--- src/pkg/dac_host_pkg.sv ---
// Shared constants and types for the converter host controller.
// Assumes a 10 MHz clk and a left-justified 10-bit double-buffered converter.
package dac_host_pkg;

    // Register byte offsets on the Avalon-MM slave
    localparam logic [3:0] OFF_CTRL   = 4'h0;
    localparam logic [3:0] OFF_DATA   = 4'h4;
    localparam logic [3:0] OFF_UPDATE = 4'h8;
    localparam logic [3:0] OFF_STATUS = 4'hC;

    // Field positions
    localparam int MODE_LSB      = 0;
    localparam int CODE_LSB      = 0;
    localparam int STAT_BUSY     = 0;
    localparam int STAT_LOADED   = 1;
    localparam int STAT_DAC_LSB  = 16;
    localparam int CODE_W        = 10;
    localparam int LOW_PAIR_LSB  = 6;

    // Bus attachment and transfer options
    typedef enum logic [2:0] {
        MODE_AUTO8     = 3'b000,
        MODE_HOST8     = 3'b001,
        MODE_EXT8      = 3'b010,
        MODE_SINGLE16  = 3'b011,
        MODE_DOUBLE16  = 3'b100
    } mode_t;

    localparam mode_t MODE_RESET = MODE_AUTO8;

    // Pin cycle sequencer
    typedef enum logic [1:0] {
        SEQ_IDLE   = 2'b00,
        SEQ_FIRST  = 2'b01,
        SEQ_SECOND = 2'b10,
        SEQ_UPDATE = 2'b11
    } seq_t;

    // Phases of one write cycle on the pins
    typedef enum logic [1:0] {
        PH_IDLE   = 2'b00,
        PH_SETUP  = 2'b01,
        PH_STROBE = 2'b10,
        PH_HOLD   = 2'b11
    } phase_t;

    // Write cycle timing
    localparam int CLK_PERIOD_NS = 100;
    localparam int WR_SETUP_NS   = 200;
    localparam int WR_PULSE_NS   = 500;
    localparam int WR_HOLD_NS    = 200;
    localparam logic [3:0] SETUP_CYC =
        4'((WR_SETUP_NS + CLK_PERIOD_NS - 1) / CLK_PERIOD_NS);
    localparam logic [3:0] PULSE_CYC =
        4'((WR_PULSE_NS + CLK_PERIOD_NS - 1) / CLK_PERIOD_NS);
    // At least two: the strobe output lags the phase by one register stage
    localparam logic [3:0] HOLD_CYC =
        4'(((WR_HOLD_NS + CLK_PERIOD_NS - 1) / CLK_PERIOD_NS) < 2 ? 2 :
           ((WR_HOLD_NS + CLK_PERIOD_NS - 1) / CLK_PERIOD_NS));

    // Converter pins, all driven by the host
    typedef struct packed {
        logic        cs_n;
        logic        wr_n;
        logic        byte_select;
        logic        transfer_strobe_n;
        logic [15:0] data;
    } dac_pins_t;

    localparam dac_pins_t PINS_RESET = '{cs_n: 1'b1, wr_n: 1'b1, byte_select: 1'b1,
                                         transfer_strobe_n: 1'b1, data: 16'h0000};

endpackage : dac_host_pkg

--- src/rtl/dac_write_timer.sv ---
// One write cycle on the converter pins: setup, strobe low, hold.
// Assumes start is a one-cycle pulse given only while the timer is idle.
`timescale 1ns/1ns
module dac_write_timer (
    input  wire logic clk,
    input  wire logic reset_n,
    input  wire logic start,
    output logic      strobe,
    output logic      done
);
    import dac_host_pkg::*;

    typedef struct packed {
        phase_t     phase;
        logic [3:0] count;
        logic       strobe;
        logic       done;
    } timer_state_t;

    timer_state_t s;
    timer_state_t next_s;

    always_comb begin
        next_s      = s;
        next_s.done = 1'b0;
        case (s.phase)
            PH_IDLE: begin
                if (start) begin
                    next_s.phase = PH_SETUP;
                    next_s.count = SETUP_CYC - 4'h1;
                end
            end
            PH_SETUP: begin
                if (s.count == 4'h0) begin
                    next_s.phase  = PH_STROBE;
                    next_s.count  = PULSE_CYC - 4'h1;
                    next_s.strobe = 1'b1;
                end else begin
                    next_s.count = s.count - 4'h1;
                end
            end
            PH_STROBE: begin
                if (s.count == 4'h0) begin
                    next_s.phase  = PH_HOLD;
                    next_s.count  = HOLD_CYC - 4'h1;
                    next_s.strobe = 1'b0;
                end else begin
                    next_s.count = s.count - 4'h1;
                end
            end
            PH_HOLD: begin
                if (s.count == 4'h0) begin
                    next_s.phase = PH_IDLE;
                    next_s.done  = 1'b1;
                end else begin
                    next_s.count = s.count - 4'h1;
                end
            end
            default: begin
                next_s.phase = PH_IDLE;
            end
        endcase
    end

    always_ff @(posedge clk) begin
        if (!reset_n) begin
            s <= '{phase: PH_IDLE, count: 4'h0, strobe: 1'b0, done: 1'b0};
        end else begin
            s <= next_s;
        end
    end

    assign strobe = s.strobe;
    assign done   = s.done;

endmodule : dac_write_timer

--- src/rtl/dac_host_ctrl.sv ---
// Host controller that drives a double-buffered 10-bit converter over its pins.
// Assumes software on an Avalon-MM master; converter input latch and DAC
// register live outside and obey chip select, write, byte select and transfer.
`timescale 1ns/1ns

// Overview of operation
// RQ1: Eight-bit bus sends code in two writes
// RQ2: Device loads all bits first, pair second
// RQ3: Host sends high group first, low second
// RQ4: Auto mode: first byte captured first strobe
// RQ5: Auto mode: second write loads and transfers
// RQ6: Host mode: third strobe performs the transfer
// RQ7: External mode: outside logic strobes the transfer
// RQ8: Output changes only on register transfer
// RQ9: Auto for lone converters, strobes for many
// RQ10: Wide bus: bits six to fifteen, select high
// RQ11: Wide bus: single or double buffered only
// RQ12: Stand-alone flow-through passes data straight through; mode_ok refuses flow-through on this controller
// RQ13: Transfer low follows latch, high holds
// RQ14: Register frozen once transfer returns high
// RQ15: Select and transfer follow address bit zero
// RQ16: Chip select spans both write strobes
// RQ17: Incrementing double store needs odd address
// RQ18: Strobes without chip select change nothing
module dac_host_ctrl (
    input  wire logic                    clk,
    input  wire logic                    reset_n,
    input  wire logic [3:0]              address,
    input  wire logic                    read,
    input  wire logic                    write,
    input  wire logic [31:0]             writedata,
    input  wire logic [3:0]              byteenable,
    output logic      [31:0]             readdata,
    output logic                         waitrequest,
    output dac_host_pkg::dac_pins_t      dac_pins
);
    import dac_host_pkg::*;

    typedef struct packed {
        logic        waitrequest;
        logic [31:0] readdata;
        mode_t       mode;
        logic [9:0]  code;
        logic [9:0]  dac_code;
        logic        loaded;
        seq_t        seq;
        logic        start;
        dac_pins_t   pins;
    } host_state_t;

    host_state_t s;
    host_state_t next_s;

    logic timer_strobe;
    logic timer_done;

    // Whole 10-bit word in one write on the wide bus
    function automatic logic is_wide(input mode_t m);
        is_wide = (m == MODE_SINGLE16) || (m == MODE_DOUBLE16);
    endfunction : is_wide

    // Only these modes accept a separate transfer command
    function automatic logic takes_update(input mode_t m);
        takes_update = (m == MODE_HOST8) || (m == MODE_DOUBLE16);
    endfunction : takes_update

    // Flow-through and unknown codes are not offered
    function automatic logic mode_ok(input logic [2:0] m);
        case (m)
            MODE_AUTO8, MODE_HOST8, MODE_EXT8, MODE_SINGLE16, MODE_DOUBLE16: begin
                mode_ok = 1'b1;
            end
            default: begin
                mode_ok = 1'b0;
            end
        endcase
    endfunction : mode_ok

    // Bus lines for the cycle about to be run
    function automatic logic [15:0] bus_word(input mode_t m, input seq_t q,
                                             input logic [9:0] c);
        logic [15:0] w;
        w = 16'h0000;
        if (q == SEQ_FIRST && is_wide(m)) begin
            w = {c, 6'h00};                                     // see RQ10
        end else if (q == SEQ_FIRST) begin
            w = {8'h00, c[9:2]};                                // see RQ3
        end else if (q == SEQ_SECOND) begin
            w = {8'h00, c[1:0], 6'h00};                         // see RQ3
        end
        bus_word = w;
    endfunction : bus_word

    // Per-lane merge of a write into a stored word
    function automatic logic [31:0] merge(input logic [31:0] old, input logic [31:0] wd,
                                          input logic [3:0] be);
        logic [31:0] r;
        r = old;
        for (int i = 0; i < 4; i++) begin
            if (be[i]) begin
                r[8*i +: 8] = wd[8*i +: 8];
            end
        end
        merge = r;
    endfunction : merge

    dac_write_timer u_timer (
        .clk     (clk),
        .reset_n (reset_n),
        .start   (s.start),
        .strobe  (timer_strobe),
        .done    (timer_done)
    );

    always_comb begin
        logic        busy;
        logic        stall;
        logic [31:0] word;
        logic [31:0] status;
        busy   = 1'b0;
        stall  = 1'b0;
        word   = 32'h0000_0000;
        status = 32'h0000_0000;

        next_s       = s;
        next_s.start = 1'b0;

        busy = (s.seq != SEQ_IDLE);
        // Pin cycles cannot be reordered, so new data and update writes wait for the pins
        stall = busy && (address == OFF_DATA || address == OFF_UPDATE) && write;

        status[STAT_BUSY]                    = busy;
        status[STAT_LOADED]                  = s.loaded;
        status[STAT_DAC_LSB +: CODE_W]       = s.dac_code;

        // Sequencer advances when a write cycle ends
        if (timer_done) begin
            case (s.seq)
                SEQ_FIRST: begin
                    if (s.mode == MODE_SINGLE16) begin
                        next_s.seq      = SEQ_IDLE;
                        next_s.dac_code = s.code;                   // see RQ10
                        next_s.loaded   = 1'b0;
                    end else if (s.mode == MODE_DOUBLE16) begin
                        // Held in the input latch for a joint update
                        next_s.seq    = SEQ_IDLE;                   // see RQ11
                        next_s.loaded = 1'b1;
                    end else begin
                        next_s.seq   = SEQ_SECOND;                  // see RQ1
                        next_s.start = 1'b1;
                    end
                end
                SEQ_SECOND: begin
                    next_s.seq = SEQ_IDLE;
                    if (s.mode == MODE_AUTO8) begin
                        next_s.dac_code = s.code;                   // see RQ5
                        next_s.loaded   = 1'b0;
                    end else begin
                        // Output stays put until a transfer happens
                        next_s.loaded = 1'b1;                       // see RQ8
                    end
                end
                SEQ_UPDATE: begin
                    next_s.seq      = SEQ_IDLE;
                    next_s.dac_code = s.code;                       // see RQ14
                    next_s.loaded   = 1'b0;
                end
                default: begin
                    next_s.seq = SEQ_IDLE;
                end
            endcase
        end

        // Avalon slave: answer one cycle after the request, commit on that edge
        if (!s.waitrequest) begin
            next_s.waitrequest = 1'b1;
            if (write) begin
                case (address)
                    OFF_CTRL: begin
                        word = merge({29'h0, s.mode}, writedata, byteenable);
                        if (mode_ok(word[MODE_LSB +: 3])) begin     // see RQ11
                            next_s.mode = mode_t'(word[MODE_LSB +: 3]);
                        end
                    end
                    OFF_DATA: begin
                        word = merge({22'h0, s.code}, writedata, byteenable);
                        next_s.code  = word[CODE_LSB +: CODE_W];
                        next_s.seq   = SEQ_FIRST;
                        next_s.start = 1'b1;
                    end
                    OFF_UPDATE: begin
                        // Ignored where the converter updates by itself or outside logic strobes the transfer
                        if (takes_update(s.mode)) begin             // see RQ6
                            next_s.seq   = SEQ_UPDATE;
                            next_s.start = 1'b1;
                        end
                    end
                    default: begin
                        next_s.seq = next_s.seq;
                    end
                endcase
            end
        end else if ((read || write) && !stall) begin
            next_s.waitrequest = 1'b0;
            next_s.readdata    = 32'h0000_0000;
            if (read) begin
                case (address)
                    OFF_CTRL:   next_s.readdata = {29'h0, s.mode};
                    OFF_DATA:   next_s.readdata = {22'h0, s.code};
                    OFF_STATUS: next_s.readdata = status;
                    default:    next_s.readdata = 32'h0000_0000;
                endcase
            end
        end

        // Pin levels for the coming cycle
        // Chip select covers the whole of both data writes
        next_s.pins.cs_n = !(next_s.seq == SEQ_FIRST ||
                             next_s.seq == SEQ_SECOND);             // see RQ16
        // Select high on the first write, low on the second, as address bit 0
        next_s.pins.byte_select = (next_s.seq != SEQ_SECOND);       // see RQ15, see RQ17
        // Transfer rides the second write in auto mode, never in external mode
        next_s.pins.transfer_strobe_n =
            !((next_s.seq == SEQ_SECOND && next_s.mode == MODE_AUTO8) ||  // see RQ4
              (next_s.seq == SEQ_FIRST && next_s.mode == MODE_SINGLE16) ||
              next_s.seq == SEQ_UPDATE);                                  // see RQ7, see RQ13
        // Transfer-only strobe leaves chip select off so the latch stays put
        next_s.pins.wr_n = !(timer_strobe && next_s.seq != SEQ_IDLE);    // see RQ18
        next_s.pins.data = bus_word(next_s.mode, next_s.seq, next_s.code); // see RQ2
    end

    always_ff @(posedge clk) begin
        if (!reset_n) begin
            s <= '{waitrequest: 1'b1, readdata: 32'h0000_0000, mode: MODE_RESET,
                   code: 10'h000, dac_code: 10'h000, loaded: 1'b0, seq: SEQ_IDLE,
                   start: 1'b0, pins: PINS_RESET};
        end else begin
            s <= next_s;
        end
    end

    // Strobe mode choice: auto for a lone converter, host or external for groups
    assign readdata    = s.readdata;                                // see RQ9
    assign waitrequest = s.waitrequest;
    assign dac_pins    = s.pins;

    // Flow-through needs no host; mode_ok refuses it on this controller
    // so that the converter always sees a latched word.                see RQ12

endmodule : dac_host_ctrl

--- config.mk ---
export PLATFORM = sky130hd
export DESIGN_NAME = dac_host_ctrl
export DESIGN_NICKNAME = d
export VERILOG_FILES = /design/src/pkg/dac_host_pkg.sv /design/src/rtl/dac_write_timer.sv /design/src/rtl/dac_host_ctrl.sv
export SDC_FILE = /design/constraint.sdc
export NUM_CORES = 1
export LEC_CHECK = 0
export ABC_CLOCK_PERIOD_IN_PS = 3000
export BUFFER_PORTS_ARGS = -buffer_cell sky130_fd_sc_hd__buf_2
export CORE_ASPECT_RATIO = 0.5
export CORE_MARGIN = 2
export CORE_UTILIZATION = 50
export CTS_CLUSTER_SIZE = 20
export DETAILED_ROUTE_END_ITERATION = 6
export MAX_ROUTING_LAYER = met4
export PLACE_DENSITY = 0.77
export SKIP_LAST_GASP = 1
export SLEW_MARGIN = 15
export SYNTH_ARGS = -nofsm -noshare
export SYNTH_HDL_FRONTEND = slang
export SYNTH_SLANG_ARGS = --single-unit
--- constraint.sdc ---
create_clock -name clk -period 3 [get_ports clk]
set_input_delay 0.15 -clock clk [delete_from_list [all_inputs] [get_ports clk]]
set_output_delay 0.15 -clock clk [all_outputs]
set_load 0.02 [all_outputs]
* After elaboration in Yosys (flattened, before gate mapping)
Cells that the tools add are included.
** Operators by class
- Add/subtract/negate cells :: 1
- Mux-type cells :: 50
- Equality and inequality tests :: 30
- Reductions and logical operators :: 38
- Bitwise logic cells :: 1
** Operator list (count)
- one-hot mux 26 bit (3 select lines) :: 1
- two-way mux 3 bit :: 11
- two-way mux 33 bit :: 1
- one-hot mux 11 bit (3 select lines) :: 1
- two-way mux 32 bit :: 1
- two-way mux 10 bit :: 3
- two-way mux 13 bit :: 2
- two-way mux 8 bit :: 3
- one-hot mux 6 bit (4 select lines) :: 1
- two-way mux 16 bit :: 1
- equality test 2 bit, second input constant :: 6
- equality test 3 x 2 -> 1 bit, second input constant :: 4
- two-way mux 1 bit :: 12
- two-way mux 2 bit :: 6
- two-way mux 4 bit :: 3
- inequality test 2 bit, second input constant :: 5
- equality test 3 bit, second input constant :: 3
- logical NOT 3 bit :: 3
- equality test 4 bit, second input constant :: 2
- logical NOT 4 bit :: 2
- AND reduction 2 bit :: 4
- AND reduction 4 bit :: 2
- logical AND 1 bit :: 7
- logical OR 1 bit :: 7
- 17 further kinds :: 29
** Word-level totals
- Input port bits :: 44
- Bits in registers :: 88
- Output and inout port bits :: 53
- Logic and storage cells :: 138

* Depth between registers and ports, before layout
- Depth after elaboration :: 19
- Mapped depth :: 11
- Gate-level depth less buffers :: 10

* By module
From an unflattened synthesis, not the netlist that was laid out.
** Unflattened totals
- Cell total of the unflattened synthesis :: 364
- Area, all modules :: 3469.6 µm²
** By module, submodules not included
- dac_host_ctrl :: instances 1, cells each 312, area each 3017.9 µm², sequential area each 1361.3 µm²
- dac_write_timer :: instances 1, cells each 52, area each 451.7 µm², sequential area each 160.2 µm²

* Worst setup path before layout
OpenSTA, ideal clock, no wires.
- Kind :: register to register
- Start point :: register s[44] (netlist name)
- End point :: register s, in the netlist dac_pins[7]
- Clock period less this slack :: 2.351 ns
- Required time :: 2.883 ns
- Arrival time :: 2.233 ns
- Path slack :: 0.649 ns
- Stages on the path, launching flop included :: 10
- Setup time :: 0.117 ns
- Path buffers :: 1
- Cell sequence :: dfxtp_1 bufbuf_16 and3b_1 nor4_1 mux2i_1 o22ai_1 inv_1 ha_1 mux2_1 a32o_1
** RTL lines
- start: declaration :: RTL line dac_host_ctrl.sv:51 : host_state_t s;
- start signal: assignment :: RTL line dac_host_ctrl.sv:234 : s <= '{waitrequest: 1'b1, readdata: 32'h0000_0000, mode: MODE_RESET,
- start signal: assignment :: RTL line dac_host_ctrl.sv:238 : s <= next_s;

==> impl_metrics.tcl <==
set metrics [dict create \
    totalPowerFinal_uw 2480 \
    cp-start-kind "flip-flop" \
    via_per_inst 5.13 \
    place.gp.congestion 0.818 \
    synth-main-ff-cell "dfxtp_1" \
    grt_setup_unrepaired "false" \
    path_clk_slew_ns 0.06 \
    synth_edf_count 0 \
    synth_top_area_frac 0.434 \
    core_um2 6730 \
    arrival_ns 2.81 \
    hold_viol_final 0 \
    wl_per_cell_um 13.5 \
    cts_resized 0 \
    reg2reg_slack_ns 0.42 \
    tightest_slew_ns 0.728 \
    grt_pass1_vias 2353 \
    hold_path_end "readdata[0]" \
    timing.final.crit_share 0.859 \
    synthesis.area_um2 3500 \
    io_pins 97 \
    clock_sinks 76 \
    ys_ff_latch 76 \
    finish.utilization 0.571 \
    async_flop_share 0 \
    fmax_mhz 388 \
    post-dp-hpwl_um 4590 \
    diodes 0 \
    worstHoldPathType "input port to flip-flop" \
    cap_viol_max_count 0 \
    cp_data_required_time_ns 3.23 \
    drt-initial-drc-count 145 \
    worstHoldStart "read" \
    powerDensity_nw_per_um2 646 \
    grtUsageTotal 0.185 \
    multiInputGateArea_um2 1470 \
    cts_hold_buffers 0 \
    post_cts_buffers 0 \
    synthTopCellsByArea "dfxtp_1 43%, buf_4 11%, mux2i_1 4.9%, nor2_1 4.5%, a22o_1 4.2%" \
    fin_tns_setup_ns 0 \
    clockBufferDepth 2 \
    grt_overflow 0 \
    dr.pass1.iters 5 \
    area_growth_pct 9.53 \
    holdPathStages 3 \
    fin_crit_ns 2.58 \
    ant_nets 0 \
    status "completed" \
    h-tree-depth 3 \
    final_layout_size_suffix_gt1_frac 0.265 \
    ir_worst_vdd_mv 0.304 \
    nets 444 \
    final_max_slew_viol_count 0 \
    start_util 0.521 \
    dieWidth_um 122 \
    syn_inst 370 \
    r2r-end "dac_pins[7]" \
    slew_headroom 0.513 \
    clockRootBuffer "clkbuf_16" \
    grt_pass1_wl_um 10800 \
    reg2reg_from "s[46]" \
    setup_viol 0 \
    synth_area_per_cell_um2 9.47 \
    worst_skew_pair.late_latency_ns 0.34 \
    core.rowCount 21 \
    cts_tree "done" \
    chipHeight_um 63.2 \
    drc_errors 0 \
    crit_fanout 6 \
    finalClockSkew_ns 0.00457 \
    grt_start_max_net_pins 29 \
    end_kind "flip-flop" \
    antenna_found_initial 0 \
    yosysUniqueCellTypes 56 \
    cts_buffers 9 \
    dr_total_vias 2505 \
    wl_um 6590 \
    nFillCells 615 \
    r2r_cells 8 \
    dieArea_um2 7740 \
    yosysSeqAreaShare 0.434 \
    synth_top_cell_by_area "dfxtp_1" \
    path_class "flip-flop to flip-flop" \
    yosysWarningCount 0 \
    regArea_um2 1520 \
    io_buffers 60 \
    power_leakage_uw 0.00176 \
]
-- power by group --
part           leakage (uW)  internal [uW]  switching (uW)
clock              0.000170            818             434
combinational      0.000981           69.6             121
sequential         0.000613           1030            13.2
total               0.00176           1910             569
-- final cells by class --
class,instances,share of cell area
sequential,76,0.396
multi-input combinational,224,0.384
clock inverter,7,0.0316
inverter,18,0.0176
tap,92,0.0300
timing repair buffer,62,0.0821
clock buffer,9,0.0587
-- kinds of logic after synthesis --
kind of cell | count (synthesis) | synth area share
adders and majority gates | 9 | 0.0321
and+or+nand+nor | 115 | 0.172
DFF | 76 | 0.434
buffers and inverters | 81 | 0.158
muxes | 24 | 0.0710
other | 1 | 0.00107
AOI/OAI and AO/OA | 62 | 0.126
xor gates and xnor gates | 2 | 0.00500
-- layer usage --
| layer | up-vias | track usage | share of wire |
|---|---|---|---|
| li1 | 1248 | - | - |
| met1 | 1182 | 0.226 | 0.48 |
| met2 | 70 | 0.284 | 0.46 |
| met3 | 5 | 0.0770 | 0.055 |
| met4 | 0 | 0.0431 | 0.0056 |
| met5 | - | - | 0 |
-- registers in the layout, summed over array words and instances, names as in the netlist --
name	count
u_timer.strobe	1
waitrequest	1
u_timer.s	6
s	27
readdata	20
u_timer.done	1
dac_pins	20
-- cells in the mapped netlist (all sizes together) (2+ instances only) --
cell type  instances
dfxtp             76
buf               59
nor2              48
nand2             23
inv               18
a22o              17
mux2i             17
o21ai             13
a21oi             11
ha                 9
mux2               7
nor3               6
nor3b              6
nand2b             5
nand3              5
nand4              5
a31oi              4
a22oi              3
and2               3
clkbuf             3
o22ai              3
a32o               2
and3               2
nand3b             2
nor4               2
o31ai              2
-- worst max-delay path, cell delays in order (launching register included) --
cell	delay (ns)
dfxtp_1	0.42
and3b_1	0.20
nor4_1	0.44
mux2i_1	0.15
o22ai_1	0.29
inv_1	0.13
ha_1	0.27
mux2_1	0.36
a32o_1	0.22
-- metrics by stage --
stage	hold WS [ns]	setup slack, ns	instances	instance area (um2)
2_1_floorplan	0.300	0.649	381	3550
3_3_place_gp	0.432	0.478	472	3490
3_5_place_dp	0.422	0.468	472	3490
4_1_cts	0.0961	0.445	488	3840
5_1_grt	0.117	0.265	488	3840
6_report	0.110	0.422	488	3840
-- layout by cell type (no fill, tap or decap), types with 4 or more instances in the layout --
master,n
mux2_2,6
inv_1,18
nand3_1,5
a21oi_1,11
nand2b_1,5
nor2_1,41
ha_1,9
clkbuf_16,9
a31oi_1,4
buf_2,60
nand2_1,23
nor2_2,7
nor3b_1,4
a22o_1,17
mux2i_1,17
nand4_1,5
conb_1,12
o21ai_0,10
dfxtp_1,76
nor3_1,5
-- how the worst max path moves through the flow --
stage	start	to	slack, ns
3_5_place_dp	s[46]	dac_pins[7]	0.47
6_report	s[46]	dac_pins[7]	0.42
2_1_floorplan	s[44]	dac_pins[7]	0.65
3_3_place_gp	s[46]	dac_pins[7]	0.48
5_1_grt	s[44]	dac_pins[7]	0.27
4_1_cts	s[46]	dac_pins[7]	0.44
(Power assumes the default switching activity.)
